## src/hw/oscc_pkg.sv

```systemverilog
package oscc_pkg;

    // Register indices; byte address is four times the index
    localparam logic [13:0] OSCC_CTRL_IDX = 14'h303e;
    localparam logic [13:0] OSCC_IRQ_STATUS_IDX = 14'h3040;
    localparam logic [13:0] OSCC_IRQ_CLEAR_IDX = 14'h3041;
    localparam logic [13:0] OSCC_IRQ_ENABLE_IDX = 14'h3042;
    localparam logic [15:0] OSCC_CTRL_ADDR = {OSCC_CTRL_IDX, 2'h0};
    localparam logic [15:0] OSCC_IRQ_STATUS_ADDR = {OSCC_IRQ_STATUS_IDX, 2'h0};
    localparam logic [15:0] OSCC_IRQ_CLEAR_ADDR = {OSCC_IRQ_CLEAR_IDX, 2'h0};
    localparam logic [15:0] OSCC_IRQ_ENABLE_ADDR = {OSCC_IRQ_ENABLE_IDX, 2'h0};

    // Control register fields
    localparam int OSCC_BIT_SW_ENABLE = 7;
    localparam int OSCC_BIT_STOP_KEEPALIVE = 5;
    localparam int OSCC_BIT_OUTPUT_SOURCE = 4;
    localparam int OSCC_BIT_RANGE = 2;
    localparam int OSCC_BIT_HIGH_GAIN = 1;
    localparam int OSCC_BIT_INIT_DONE = 0;
    localparam logic [7:0] OSCC_CTRL_WMASK = 8'hb6;
    localparam logic [7:0] OSCC_CTRL_RESET = 8'h00;

    // Interrupt event bits
    localparam int OSCC_IRQ_W = 2;
    localparam int OSCC_EV_INIT_DONE = 0;
    localparam int OSCC_EV_STOPPED = 1;
    localparam logic [OSCC_IRQ_W-1:0] OSCC_IRQ_RESET = 2'h0;

    // Raw crystal cycles before the output is released
    localparam int OSCC_STARTUP_CYCLES = 4096;

    typedef enum logic [1:0] {
        OSCC_OFF,
        OSCC_STARTUP,
        OSCC_STABLE,
        OSCC_EXTCLK
    } oscc_state_e;

endpackage : oscc_pkg

```

## src/hw/oscc_cnt_if.sv

```systemverilog
`timescale 1ns/10ps
`default_nettype none

// Link between the state machine and the startup counter
interface oscc_cnt_if;
    logic clear;
    logic tick;
    logic done;

    modport ctrl (output clear, output tick, input done);
    modport counter (input clear, input tick, output done);
endinterface : oscc_cnt_if

`default_nettype wire

```

## src/hw/oscc_startup_counter.sv

```systemverilog
`timescale 1ns/10ps
`default_nettype none

module oscc_startup_counter #(
    parameter int CYCLES = oscc_pkg::OSCC_STARTUP_CYCLES
) (
    // Clock and reset
    input wire logic pclk,
    input wire logic presetn,
    // Control side
    oscc_cnt_if.counter cnt
);
    import oscc_pkg::*;

    localparam int W = $clog2(CYCLES + 1);
    localparam logic [W-1:0] LAST = W'(CYCLES - 1);
    localparam logic [W-1:0] ZERO = W'(0);

    logic [W-1:0] cnt_reg;
    logic [W-1:0] cnt_next;
    logic done_reg;
    logic done_next;

    // Count ticks until done; clear restarts from zero
    always_comb
    begin
        cnt_next = cnt_reg;
        done_next = done_reg;
        if (cnt.clear)
        begin
            cnt_next = ZERO;
            done_next = 1'b0;
        end
        else if (cnt.tick && !done_reg)
        begin
            cnt_next = cnt_reg + W'(1);
            if (cnt_reg == LAST)
            begin
                done_next = 1'b1;
            end
        end
    end

    // Done flag only this counter can change
    always_ff @(posedge pclk or negedge presetn)
    begin
        if (!presetn)
        begin
            cnt_reg <= '0;
            done_reg <= 1'b0;
        end
        else
        begin
            cnt_reg <= cnt_next;
            done_reg <= done_next;
        end
    end

    assign cnt.done = done_reg;
endmodule : oscc_startup_counter

`default_nettype wire

```

## src/hw/oscc_top.sv

```systemverilog
`timescale 1ns/10ps
`default_nettype none

module oscc_top #(
    parameter int STARTUP_CYCLES = oscc_pkg::OSCC_STARTUP_CYCLES
) (
    // APB clock and reset
    input wire logic pclk,
    input wire logic presetn,
    // APB slave
    input wire logic psel,
    input wire logic penable,
    input wire logic pwrite,
    input wire logic [15:0] paddr,
    input wire logic [31:0] pwdata,
    output logic [31:0] prdata,
    output logic pready,
    output logic pslverr,
    // System conditions
    input wire logic stop_mode,
    input wire logic clkgen_enable_request,
    // Clock sources
    input wire logic raw_crystal_clock,
    input wire logic clock_input_pin,
    // Clock and amplifier outputs
    output logic clock_output,
    output logic amp_enable,
    output logic high_gain_select,
    output logic range_select,
    // Interrupt
    output logic irq
);
    import oscc_pkg::*;

    oscc_cnt_if cnt_if ();

    // Control register and derived enable
    logic [7:0] ctrl_reg;
    logic [7:0] ctrl_next;
    logic osc_en;

    // State machine group
    oscc_state_e state_reg;
    oscc_state_e state_next;
    logic raw_q_reg;
    logic clock_output_reg;
    logic clock_output_next;
    logic amp_enable_reg;
    logic amp_enable_next;
    logic done_q_reg;

    // Interrupt group
    logic [OSCC_IRQ_W-1:0] status_reg;
    logic [OSCC_IRQ_W-1:0] status_next;
    logic [OSCC_IRQ_W-1:0] irq_en_reg;
    logic [OSCC_IRQ_W-1:0] irq_en_next;
    logic [OSCC_IRQ_W-1:0] events;
    logic irq_reg;
    logic irq_next;

    // Bus group
    logic [31:0] prdata_reg;
    logic [31:0] prdata_next;
    logic pready_reg;
    logic pready_next;
    logic pslverr_reg;
    logic pslverr_next;
    logic setup_phase;
    logic wr_commit;
    logic addr_hit;
    logic [7:0] ctrl_view;

    // Bus decode
    assign setup_phase = psel && !penable;
    assign wr_commit = psel && penable && pready_reg && pwrite && !pslverr_reg;
    assign addr_hit = (paddr == OSCC_CTRL_ADDR) || (paddr == OSCC_IRQ_STATUS_ADDR)
        || (paddr == OSCC_IRQ_CLEAR_ADDR) || (paddr == OSCC_IRQ_ENABLE_ADDR);

    // Read view: reserved bits zero, done flag from counter
    always_comb
    begin
        ctrl_view = ctrl_reg & OSCC_CTRL_WMASK;
        ctrl_view[OSCC_BIT_INIT_DONE] = cnt_if.done;
    end

    // Software enable path; generator request overrides Stop
    assign osc_en = clkgen_enable_request
        || (ctrl_reg[OSCC_BIT_SW_ENABLE]
        && (!stop_mode || ctrl_reg[OSCC_BIT_STOP_KEEPALIVE]));

    // Control register next value
    always_comb
    begin
        ctrl_next = ctrl_reg;
        if (wr_commit && paddr == OSCC_CTRL_ADDR)
        begin
            // Writable bits only; done flag and reserved bits ignored
            ctrl_next = pwdata[7:0] & OSCC_CTRL_WMASK;
        end
    end

    // Control register flops
    always_ff @(posedge pclk or negedge presetn)
    begin
        if (!presetn)
        begin
            ctrl_reg <= OSCC_CTRL_RESET;
        end
        else
        begin
            ctrl_reg <= ctrl_next;
        end
    end

    // Amplifier settings straight from the register; range must be set before enabling
    assign high_gain_select = ctrl_reg[OSCC_BIT_HIGH_GAIN];
    assign range_select = ctrl_reg[OSCC_BIT_RANGE];

    // Oscillator state machine and output clock
    always_comb
    begin
        state_next = state_reg;
        if (!osc_en)
        begin
            state_next = OSCC_OFF;
        end
        else if (!ctrl_reg[OSCC_BIT_OUTPUT_SOURCE])
        begin
            state_next = OSCC_EXTCLK;
        end
        else if (cnt_if.done)
        begin
            state_next = OSCC_STABLE;
        end
        else
        begin
            state_next = OSCC_STARTUP;
        end

        // Output is a sampled copy, so it lags the source by one cycle
        unique case (state_reg)
            OSCC_OFF:
            begin
                clock_output_next = 1'b0;
            end
            OSCC_STARTUP:
            begin
                clock_output_next = 1'b0;
            end
            OSCC_STABLE:
            begin
                clock_output_next = raw_crystal_clock;
            end
            OSCC_EXTCLK:
            begin
                clock_output_next = clock_input_pin;
            end
        endcase

        // Amplifier only runs while the crystal is the source
        amp_enable_next = (state_next == OSCC_STARTUP) || (state_next == OSCC_STABLE);
    end

    // Counter sees raw rising edges only while starting up
    assign cnt_if.tick = (state_reg == OSCC_STARTUP) && raw_crystal_clock && !raw_q_reg;
    assign cnt_if.clear = (state_reg == OSCC_OFF);

    // State machine flops
    always_ff @(posedge pclk or negedge presetn)
    begin
        if (!presetn)
        begin
            state_reg <= OSCC_OFF;
            raw_q_reg <= 1'b0;
            clock_output_reg <= 1'b0;
            amp_enable_reg <= 1'b0;
            done_q_reg <= 1'b0;
        end
        else
        begin
            state_reg <= state_next;
            raw_q_reg <= raw_crystal_clock;
            clock_output_reg <= clock_output_next;
            amp_enable_reg <= amp_enable_next;
            done_q_reg <= cnt_if.done;
        end
    end

    oscc_startup_counter #(
        .CYCLES(STARTUP_CYCLES)
    ) u_counter (
        .pclk(pclk),
        .presetn(presetn),
        .cnt(cnt_if)
    );

    // Interrupt events: startup finished, oscillator stopped
    always_comb
    begin
        events = '0;
        events[OSCC_EV_INIT_DONE] = cnt_if.done && !done_q_reg;
        events[OSCC_EV_STOPPED] = (state_reg != OSCC_OFF) && (state_next == OSCC_OFF);
        status_next = status_reg;
        irq_en_next = irq_en_reg;
        if (wr_commit && paddr == OSCC_IRQ_CLEAR_ADDR)
        begin
            status_next = status_reg & ~pwdata[OSCC_IRQ_W-1:0];
        end
        if (wr_commit && paddr == OSCC_IRQ_ENABLE_ADDR)
        begin
            irq_en_next = pwdata[OSCC_IRQ_W-1:0];
        end
        // New event beats a clear in the same cycle
        status_next = status_next | events;
        irq_next = |(status_reg & irq_en_reg);
    end

    // Interrupt flops
    always_ff @(posedge pclk or negedge presetn)
    begin
        if (!presetn)
        begin
            status_reg <= OSCC_IRQ_RESET;
            irq_en_reg <= OSCC_IRQ_RESET;
            irq_reg <= 1'b0;
        end
        else
        begin
            status_reg <= status_next;
            irq_en_reg <= irq_en_next;
            irq_reg <= irq_next;
        end
    end

    // APB answer: data prepared in setup, one access cycle
    always_comb
    begin
        prdata_next = prdata_reg;
        pready_next = 1'b0;
        pslverr_next = 1'b0;
        if (setup_phase)
        begin
            pready_next = 1'b1;
            pslverr_next = !addr_hit;
            prdata_next = 32'h0;
            if (!pwrite)
            begin
                if (paddr == OSCC_CTRL_ADDR)
                begin
                    prdata_next[7:0] = ctrl_view;
                end
                else if (paddr == OSCC_IRQ_STATUS_ADDR)
                begin
                    prdata_next[OSCC_IRQ_W-1:0] = status_reg;
                end
                else if (paddr == OSCC_IRQ_ENABLE_ADDR)
                begin
                    prdata_next[OSCC_IRQ_W-1:0] = irq_en_reg;
                end
            end
        end
    end

    // Bus flops
    always_ff @(posedge pclk or negedge presetn)
    begin
        if (!presetn)
        begin
            prdata_reg <= 32'h0;
            pready_reg <= 1'b0;
            pslverr_reg <= 1'b0;
        end
        else
        begin
            prdata_reg <= prdata_next;
            pready_reg <= pready_next;
            pslverr_reg <= pslverr_next;
        end
    end

    assign prdata = prdata_reg;
    assign pready = pready_reg;
    assign pslverr = pslverr_reg;
    assign clock_output = clock_output_reg;
    assign amp_enable = amp_enable_reg;
    assign irq = irq_reg;
endmodule : oscc_top

`default_nettype wire

```

## config.mk

```make
export PLATFORM = sky130hd
export DESIGN_NAME = oscc_top
export DESIGN_NICKNAME = d
export VERILOG_FILES = /design/src/hw/oscc_pkg.sv /design/src/hw/oscc_cnt_if.sv /design/src/hw/oscc_startup_counter.sv /design/src/hw/oscc_top.sv
export SDC_FILE = /design/constraint.sdc
export NUM_CORES = 1
export LEC_CHECK = 0
export ABC_AREA = 1
export BUFFER_PORTS_ARGS = -buffer_cell sky130_fd_sc_hd__buf_2
export CORE_ASPECT_RATIO = 0.8
export CORE_UTILIZATION = 40
export CTS_BUF_LIST = sky130_fd_sc_hd__clkbuf_8 sky130_fd_sc_hd__clkbuf_16
export DETAILED_ROUTE_END_ITERATION = 10
export PLACE_DENSITY = 0.77
export SLEW_MARGIN = 30
export SYNTH_ARGS = -nofsm -noshare
export SYNTH_HDL_FRONTEND = slang
export SYNTH_HIERARCHICAL = 1
export SYNTH_SLANG_ARGS = --single-unit
export TNS_END_PERCENT = 100
```

## constraint.sdc

```tcl
create_clock -name pclk -period 2.5 [get_ports pclk]
set_clock_uncertainty 0.2 [all_clocks]
set_input_delay 0.25 -clock pclk [delete_from_list [all_inputs] [get_ports pclk]]
set_output_delay 0.25 -clock pclk [all_outputs]
set_load 0.02 [all_outputs]
```

After elaboration in Yosys (flattened, before gate mapping)

Index checks and enable logic that the tools add are counted.

Register bits: 40
Input bits: 57
Output and inout port bits: 39
Logic and storage cells: 81

Add/subtract/negate cells: 1
Equality and inequality tests: 10
Muxes and demuxes: 17
Bitwise logic cells: 4
Reductions and logical operators: 35

Operator list:

| kind                    | number |
|---|---|
| $eq A16 B16 Y1 const B  | 4 |
| $mux W13                | 2 |
| $logic_and A1 B1 Y1     | 14 |
| $mux W2                 | 7 |
| $add A13 B1 Y13 const B | 1 |
| $eq A13 B12 Y1 const B  | 1 |
| $mux W8                 | 1 |
| $logic_not A1 Y1        | 7 |
| $eq A2 B2 Y1 const B    | 3 |
| $logic_or A1 B1 Y1      | 6 |
| $mux W6                 | 1 |
| $reduce_bool A2 Y1      | 3 |
| $mux W1                 | 5 |
| $and A2 B2 Y2           | 2 |
| $eq A2 B1 Y1 const B    | 2 |
| $logic_not A2 Y1        | 2 |
| $reduce_or A2 Y1        | 2 |
| $pmux W1 S3             | 1 |
| $not A2 Y2              | 1 |
| $or A2 B2 Y2            | 1 |
| $reduce_and A2 Y1       | 1 |

Longest topological paths before layout

Gate-level depths: netlist of the first run.

Depth in word-level cells: 8
Mapped depth: 9
Mapped depth without buffers: 9

Modules after synthesis

Netlist of the first run, hierarchy kept.

By module, submodules not included:

| module               | times used | cells an instance | area each (um^2) | sequential area each (um^2) |
|---|---|---|---|---|
| oscc_top             | 1          | 173               | 1397.6           | 600.6 |
| oscc_startup_counter | 1          | 102               | 767.0            | 350.3 |

Least setup slack after synthesis of the first run

OpenSTA, ideal clock, no wires.

Kind: register -> register
Start: reg state_reg[1]
End: reg u_counter.cnt_reg[7]
Library setup time: 0.113 ns
Arrival time: 1.476 ns
Data required time: 2.187 ns
Path slack: 0.711 ns
Stages on the path, launching flop included: 9
Path buffers: 0
Period minus slack after synthesis: 1.789 ns
Cells stage by stage: dfrtp_1 nor4_1 nand2_4 nor2_4 nand2_2 o21ai_2 nand2_1 nand2_1 inv_1

Longest elaborated chain between the ends: 5
Elaborated cells between the ends (all ways): 7
Those cells by class: eq/ne (1); mux (1); reduce/logical (5)

Ends and longest elaborated chain:

| item                             | RTL line                   | RTL |
|---|---|---|
| start, declared                  | oscc_top.sv:43             | `oscc_state_e state_reg;` |
| start signal, assigned           | oscc_top.sv:181            | `state_reg <= state_next;` |
| $eq A2 B1 Y1                     | oscc_top.sv:165            | `assign cnt_if.tick = (state_reg == OSCC_STARTUP) && raw_crystal_clock && !raw_q_reg;` |
| $logic_and A1 B1 Y1 (2 in a row) | oscc_top.sv:165            |  |
| named net cnt_if.tick            | oscc_cnt_if.sv:7           | `logic tick;` |
| $logic_and A1 B1 Y1              | oscc_startup_counter.sv:34 | `else if (cnt.tick && !done_reg)` |
| $reduce_bool A2 Y1 (no line)     | -                          |  |
| end signal, assigned             | oscc_startup_counter.sv:54 | `cnt_reg <= cnt_next;` |
| end, declared                    | oscc_startup_counter.sv:19 | `logic [W-1:0] cnt_reg;` |

The timed path passes the listed nets, and every way through them passes these cells.
A chain may end at the register's enable or synchronous reset.

Worst setup path in the final report of the first run

Start: in raw_crystal_clock
End: reg u_counter.cnt_reg[7]

Longest elaborated chain between the ends: 4

Ends and longest elaborated chain:

| item                             | RTL line                   | RTL |
|---|---|---|
| start, declared                  | oscc_top.sv:23             | `input wire logic raw_crystal_clock,` |
| $logic_and A1 B1 Y1 (2 in a row) | oscc_top.sv:165            |  |
| named net cnt_if.tick            | oscc_cnt_if.sv:7           |  |
| $logic_and A1 B1 Y1              | oscc_startup_counter.sv:34 |  |
| $reduce_bool A2 Y1 (no line)     | -                          |  |

The timed path passes the listed nets, and every way through them passes these cells.

==> impl_metrics.toml, run 1 <==
[sta]
final-setup-viol-count = 0
period_minus_slack_ns = 1.88
max_slew_margin_pct = 44.4
final.setup.tns_ns = 0
max_slew.worst_pin.slew_ns = 0.834
setup_ws_ns = 0.616
clock.fmax_mhz = 531
hold_violations = 0
fin_crit_sh_pct = 75.3
maxSlewViolCount = 0
grt_setup_unrepaired = "false"
finalHoldWorstSlack_ns = 0.0198

[power_and_ir_drop]
vdd_ir_drop_max_uv = 400
p_comb_share_pct = 11.3
p_clk_share_pct = 34.9
p_sw_share_pct = 25.3
power.total_mw = 1.17
p_sw_mw = 0.296
p_int_mw = 0.874
power.share.sequential_pct = 53.9
leakage_nw = 1.30
pwr_density_cell_nw_per_um2 = 474

[critical_path]
crit_arrival_ns = 1.87
end_kind = "register"
worstPathRequired_ns = 2.48
worst_setup_path_start_kind = "input port"
crit_fanout = 9
rr_startpoint = "state_reg[1]"
reg2regPathDepth = 9
r2r_slack_ns = 0.71
crit_start = "raw_crystal_clock"
critPathKind = "in2reg"
reg2reg_to = "u_counter/cnt_reg[7]"

[hold_path]
hold_start = "pwdata[2]"
hold_end = "ctrl_reg[2]"
hold_path.class = "in2reg"
hold_depth = 3

[clocking]
clock_sinks = 38
cts_buffers = 5
htreeDepth = 2
ctsResizeCount = 0
post_cts_buffers = 0
cts_tree = "built"
cts_buffer_depth = 2
clock-root-buffer = "clkbuf_8"
insertion_delay_ns = 0.28
worst_setup_hold_path_clk_slew_ns = 0.07
ctsHoldBuffers = 4

[finish]
drive_above_1_share_pct = 21.8
final_cell_mix = "nand2_1 (58), buf_2 (43), dfrtp_1 (38)"
final_cells = 388
final_common_cell = "nand2_1"
fill_cells = 483
n_antenna_cell = 0
largest_reg_flops = 13
fin_util_pct = 48.5
nNetsFinal = 386
fin_area_um2 = 2470
area_delta_synth_final_pct = 14.1

[synthesis]
synth.area.mux_share_pct = 0
synth_xor_area_share_pct = 0.405
synth_top_family_by_area = "simple AND/OR/NAND/NOR gates"
synth_area_um2 = 2160
ys_warn_count = 6
synth-compound-area-share_pct = 8.44
synth-seq-cells = 38
avgSynthCellArea_um2 = 7.87
synthDistinctLibCells = 32
synth_fa_ha_area_share_pct = 1.16
synth_simple_gate_area_share_pct = 29.4
synth_cells = 275
seq_area_frac_synth_pct = 43.9

[detailed_routing]
wire_per_inst_um = 11.1
route.detailed.drc = 6
drtAntennaViolNets = 0
viasPerCell = 4.60
drt-total-wl_mm = 4.32
firstDrtPassIters = 8
vias = 1784
drt_iter0_markers = 158

[grt]
grt_max_degree = 39
grt.overflow.total = 0
grt_pass1_wl_mm = 7.19
first_global_vias = 1581
antenna_found_initial = 0
grtUsageTotal_pct = 16.3

[die]
fp.dieArea_um2 = 5710
row_count = 23
start_util_pct = 42.5
boundaryPins = 96
die_y_um = 67.8
core_um2 = 5090
dieWidth_um = 84.2

[placement]
port_buffers = 43
dp_hpwl_mm = 3.34
gp_congestion = 0.829
place_ws_ns = 0.739
place_inst = 378
detailed_place.area_um2 = 2350

[flow_run]
cap_viol_max_count = 0

[status]
violations = "design-rule violations"
status = "finished with violations"
==> layout make-up <==
cell class                 count  area (um^2)  share of cell area, %
sequential                    38          951                   38.5
clock buffer                   6         82.6                   3.34
timing repair buffer          48          263                   10.6
multi-input combinational    195          950                   38.4
tap                           62         77.6                   3.14
inverter                      39          146                   5.93
==> critical path, cell delays in order <==
cell and delay (ns):
dlygate4sd3_1 0.52, buf_2 0.10, inv_1 0.04, nor4_1 0.18
buf_4 0.18, nand2_4 0.10, nor2_4 0.13, nand2_2 0.08
o21ai_2 0.13, nand2_1 0.07, nand2_1 0.05, inv_1 0.03
==> cells in the mapped netlist (all sizes together) <==
cell type	n	area share (%)
nand2	64	12
inv	39	6.8
dfrtp	38	44
nor2	34	7.7
buf	28	9.8
nand3	23	6.1
o21ai	20	4.8
a21oi	10	2.3
nor3	5	1.7
a31oi	2	0.58
ha	2	1.2
nand4	2	0.58
or2	2	0.58
a22o	1	0.40
conb	1	0.17
nor3b	1	0.35
nor4	1	0.29
o21bai	1	0.35
xor2	1	0.40
==> power groups by stage <==
| stage | clock network [mW] | registers (mW) | logic (mW) |
|---|---|---|---|
| floorplan | 0 | 0.646 | 0.103 |
| global placement | 0 | 0.641 | 0.125 |
| detailed placement | 0 | 0.641 | 0.128 |
| CTS | 0.420 | 0.630 | 0.133 |
| global route | 0.447 | 0.631 | 0.149 |
| finish | 0.408 | 0.630 | 0.132 |
==> worst max-delay path by stage <==
stage                                      end  slack (ns)
after CTS                 u_counter/cnt_reg[7]        0.63
final                     u_counter/cnt_reg[7]        0.62
after global placement    u_counter/cnt_reg[6]        0.77
after detailed placement  u_counter/cnt_reg[7]        0.74
after global routing      u_counter/cnt_reg[7]        0.47
after floorplan           u_counter/cnt_reg[7]        0.71
==> layer usage <==
layer | routed length (um) | GRT usage (%) | up-vias | share of wire [%]
met3 | 287 | 4.03 | 6 | 6.6
met2 | 1930 | 25.7 | 65 | 45
met5 | 0 | 0 | - | 0
met4 | 61 | 6.03 | 0 | 1.4
li1 | - | - | 910 | -
met1 | 2040 | 21.9 | 803 | 47
==> kinds of logic after synthesis <==
family / after synthesis
adder cells (fa/ha/maj): 2
XOR/XNOR: 1
AND/OR/NAND/NOR: 132
flip-flops: 38
buffers and inverters: 67
other: 1
AO/OA/AOI/OAI: 34
Note: power is estimated with default switching activity, not from simulation.
==> inputs of run 2 (changes only) <==
ABC_AREA = 0   (was 1)
PLACE_DENSITY = 0.81   (was 0.77)
clock period = 1.7 ns   (was 2.5 ns; I/O delays follow)
==> run 2 against run 1 <==
  * The run ends with negative hold slack, negative setup slack left
  * Register-to-register slack worse by 0.84 ns
  * Clock power grew 73%
  * Worst setup slack got worse by 0.75 ns
  * Global-route usage grew 1.0 points
  * Via count shrank 9.0%
  * Worst hold slack worse by 0.024 ns
  * Critical path depth down 5
==> impl_metrics.toml, run 2 <==
[status]
status = "finished with violations"
violations = "negative hold slack, negative setup slack"

[die]
row_count = 22
dieWidth_um = 82.1
start_util_pct = 43.1
core_um2 = 4760
die_y_um = 66.1
fp.dieArea_um2 = 5430
boundaryPins = 96

[finish]
area_delta_synth_final_pct = 33.2
final_cell_mix = "buf_2 (43), dfrtp_1 (37), conb_1 (26)"
nNetsFinal = 334
largest_reg_flops = 13
final_common_cell = "buf_2"
n_antenna_cell = 0
drive_above_1_share_pct = 37.7

[sta]
grt_setup_unrepaired = "true"
clock.fmax_mhz = 545
period_minus_slack_ns = 1.83
final-setup-viol-count = 9
fin_crit_sh_pct = 108
maxSlewViolCount = 0
finalHoldWorstSlack_ns = -0.00376
hold_violations = 1
setup_ws_ns = -0.134
final.setup.tns_ns = -0.700

[grt]
grt_pass1_wl_mm = 6.94
use_met1_pct = 22.8
globalRouteMet2Util_pct = 28.3
antenna_found_initial = 0
grtUsageTotal_pct = 17.3
gr-max-usage-layer = "met2"
grt.overflow.total = 0
first_global_vias = 1507
grt_max_degree = 39
met3_usage_pct = 3.86

[synthesis]
synth_ff_type = "dfrtp_1"
synthArstFlopShare_pct = 100
synth_xor_area_share_pct = 3.84
seq_area_frac_synth_pct = 46.3
avgSynthCellArea_um2 = 10.7
synth.area.mux_share_pct = 5.30
synth-seq-cells = 38
synth_area_leaders = "dfrtp_1 (46%), buf_4 (9.5%), nor2_1 (3.3%), xnor2_1 (3.0%), mux2_2 (2.2%)"
synth_edf_count = 0
synth_top_family_by_area = "simple AND/OR/NAND/NOR gates"
synth-compound-area-share_pct = 9.01
synth.most_common_cell = "dfrtp_1"
yosysTopAreaCell = "dfrtp_1"
synth_cells = 192
synthTopCellsByCount = "dfrtp_1 (38), buf_4 (26), nor2_1 (18)"
ys_warn_count = 6
synth_simple_gate_area_share_pct = 22.4
synthDistinctLibCells = 48
synth_fa_ha_area_share_pct = 1.22
synth_top_area_share_pct = 46.3
synth_area_um2 = 2050

[power_and_ir_drop]
vdd_ir_drop_max_uv = 667
pwr_density_cell_nw_per_um2 = 678
leakage_nw = 1.46
power.total_mw = 1.86

[flow_run]
cap_viol_max_count = 0

[placement]
place_ws_ns = -0.118
gp_congestion = 0.767
port_buffers = 43
dp_hpwl_mm = 3.16

[detailed_routing]
drt_iter0_markers = 53
vias = 1623
drtAntennaViolNets = 0
wire_per_inst_um = 12.9
route.detailed.drc = 0
firstDrtPassIters = 4
viasPerCell = 4.83
drt-total-wl_mm = 4.34

[critical_path]
end_kind = "register"
crit_arrival_ns = 1.80
cp_top_family = "simple AND/OR/NAND/NOR gates"
crit_fanout = 4
worstPathRequired_ns = 1.67
critical_path_buf_inv_count = 2
reg2regPathDepth = 7
slowest_stage = "dfrtp_1"
worst_setup_path_start_kind = "register"
cp_cell_sequence = "nor4bb_4, buf_4, nand4b_4, buf_6, nor4_4, xnor2_1, nor2_1"
max_stage_delay_ns = 0.40
path_depth = 7
critPathKind = "reg2reg"

[clocking]
cts_buffers = 5
insertion_delay_ns = 0.28
cts_tree = "built"
worst_setup_hold_path_clk_slew_ns = 0.07
htreeDepth = 2
clock-root-buffer = "clkbuf_8"
cts_buffer_depth = 2
clock_sinks = 38

[hold_path]
hold_path.class = "in2reg"
hold_depth = 3
run 2: cell count changes after synthesis, moves of 7 or more:
cell     before  now
xnor2_1       0    7
nand3_1      21    5
o21ai_1      11    0
nor2_1       26   18
inv_1        37    8
nand2_1      58   10
run 2: cells by family after synthesis:
| logic type | after synthesis |
|---|---|
| other | 1 |
| DFF | 38 |
| buffers and inverters | 36 |
| adders and majority gates | 2 |
| and+or+nand+nor | 69 |
| xor gates and xnor gates | 9 |
| muxes | 10 |
| AOI/OAI and AO/OA | 27 |
run 2: metal layers:
| metal | part of all wire [%] | up-vias |
|---|---|---|
| met1 | 45 | 775 |
| met4 | 0.85 | 0 |
| met2 | 49 | 56 |
| met3 | 4.9 | 2 |
| li1 | - | 790 |
| met5 | 0 | - |
run 2: repair_timing:
item / CTS / global route
hold endpoints to repair: 47 / 0
setup buffers: 1 / 5
gates cloned: 0 / 0
endpoints found under the setup margin: 13 / 20
hold buffers: 9 / 0
gates resized for setup: 7 / 6
pin swaps: 2 / 9
run 2: path summary, 6_finish.rpt:
path	from	to	slack, ns
max reg2reg	raw_q_reg	u_counter/cnt_reg[12]	-0.13
max in group asynchronous	presetn	pready	0.69
min in group asynchronous	presetn	u_counter/cnt_reg[5]	0.26
min	raw_crystal_clock	clock_output	-0.004
max	raw_q_reg	u_counter/cnt_reg[12]	-0.13
min reg2reg	prdata[0]	prdata[0]	0.29
run 2: per-stage QoR:
stage | utilization (%) | cells | area (um^2)
6_report | 57.5 | 336 | 2740
5_1_grt | 57.5 | 336 | 2740
4_1_cts | 55.9 | 331 | 2660
3_5_place_dp | 50.8 | 313 | 2420
3_3_place_gp | 50.8 | 313 | 2420
2_1_floorplan | - | 217 | 2180
run 2: cell type report:
cell class	instances	area (um^2)
Clock buffer	8	110
Timing Repair Buffer	79	528
Fill cell	391	2030
Tap cell	60	75.1
Inverter	8	30.0
Multi-Input combinational cell	143	1040
Sequential cell	38	952
run 2: worst register-to-register path, cell delays in order, from the launching register on:
cell	delay [ns]
dfrtp_1	0.40
nor4bb_4	0.27
buf_4	0.18
nand4b_4	0.16
buf_6	0.17
nor4_4	0.14
xnor2_1	0.15
nor2_1	0.06
run 2: power breakdown:
part | total (mW) | internal [mW] | switching [mW] | leakage [nW]
registers | 0.926 | 0.917 | 0.00852 | 0.506
logic | 0.225 | 0.0881 | 0.137 | 0.899
clock network | 0.705 | 0.409 | 0.296 | 0.0575
total | 1.86 | 1.41 | 0.441 | 1.46
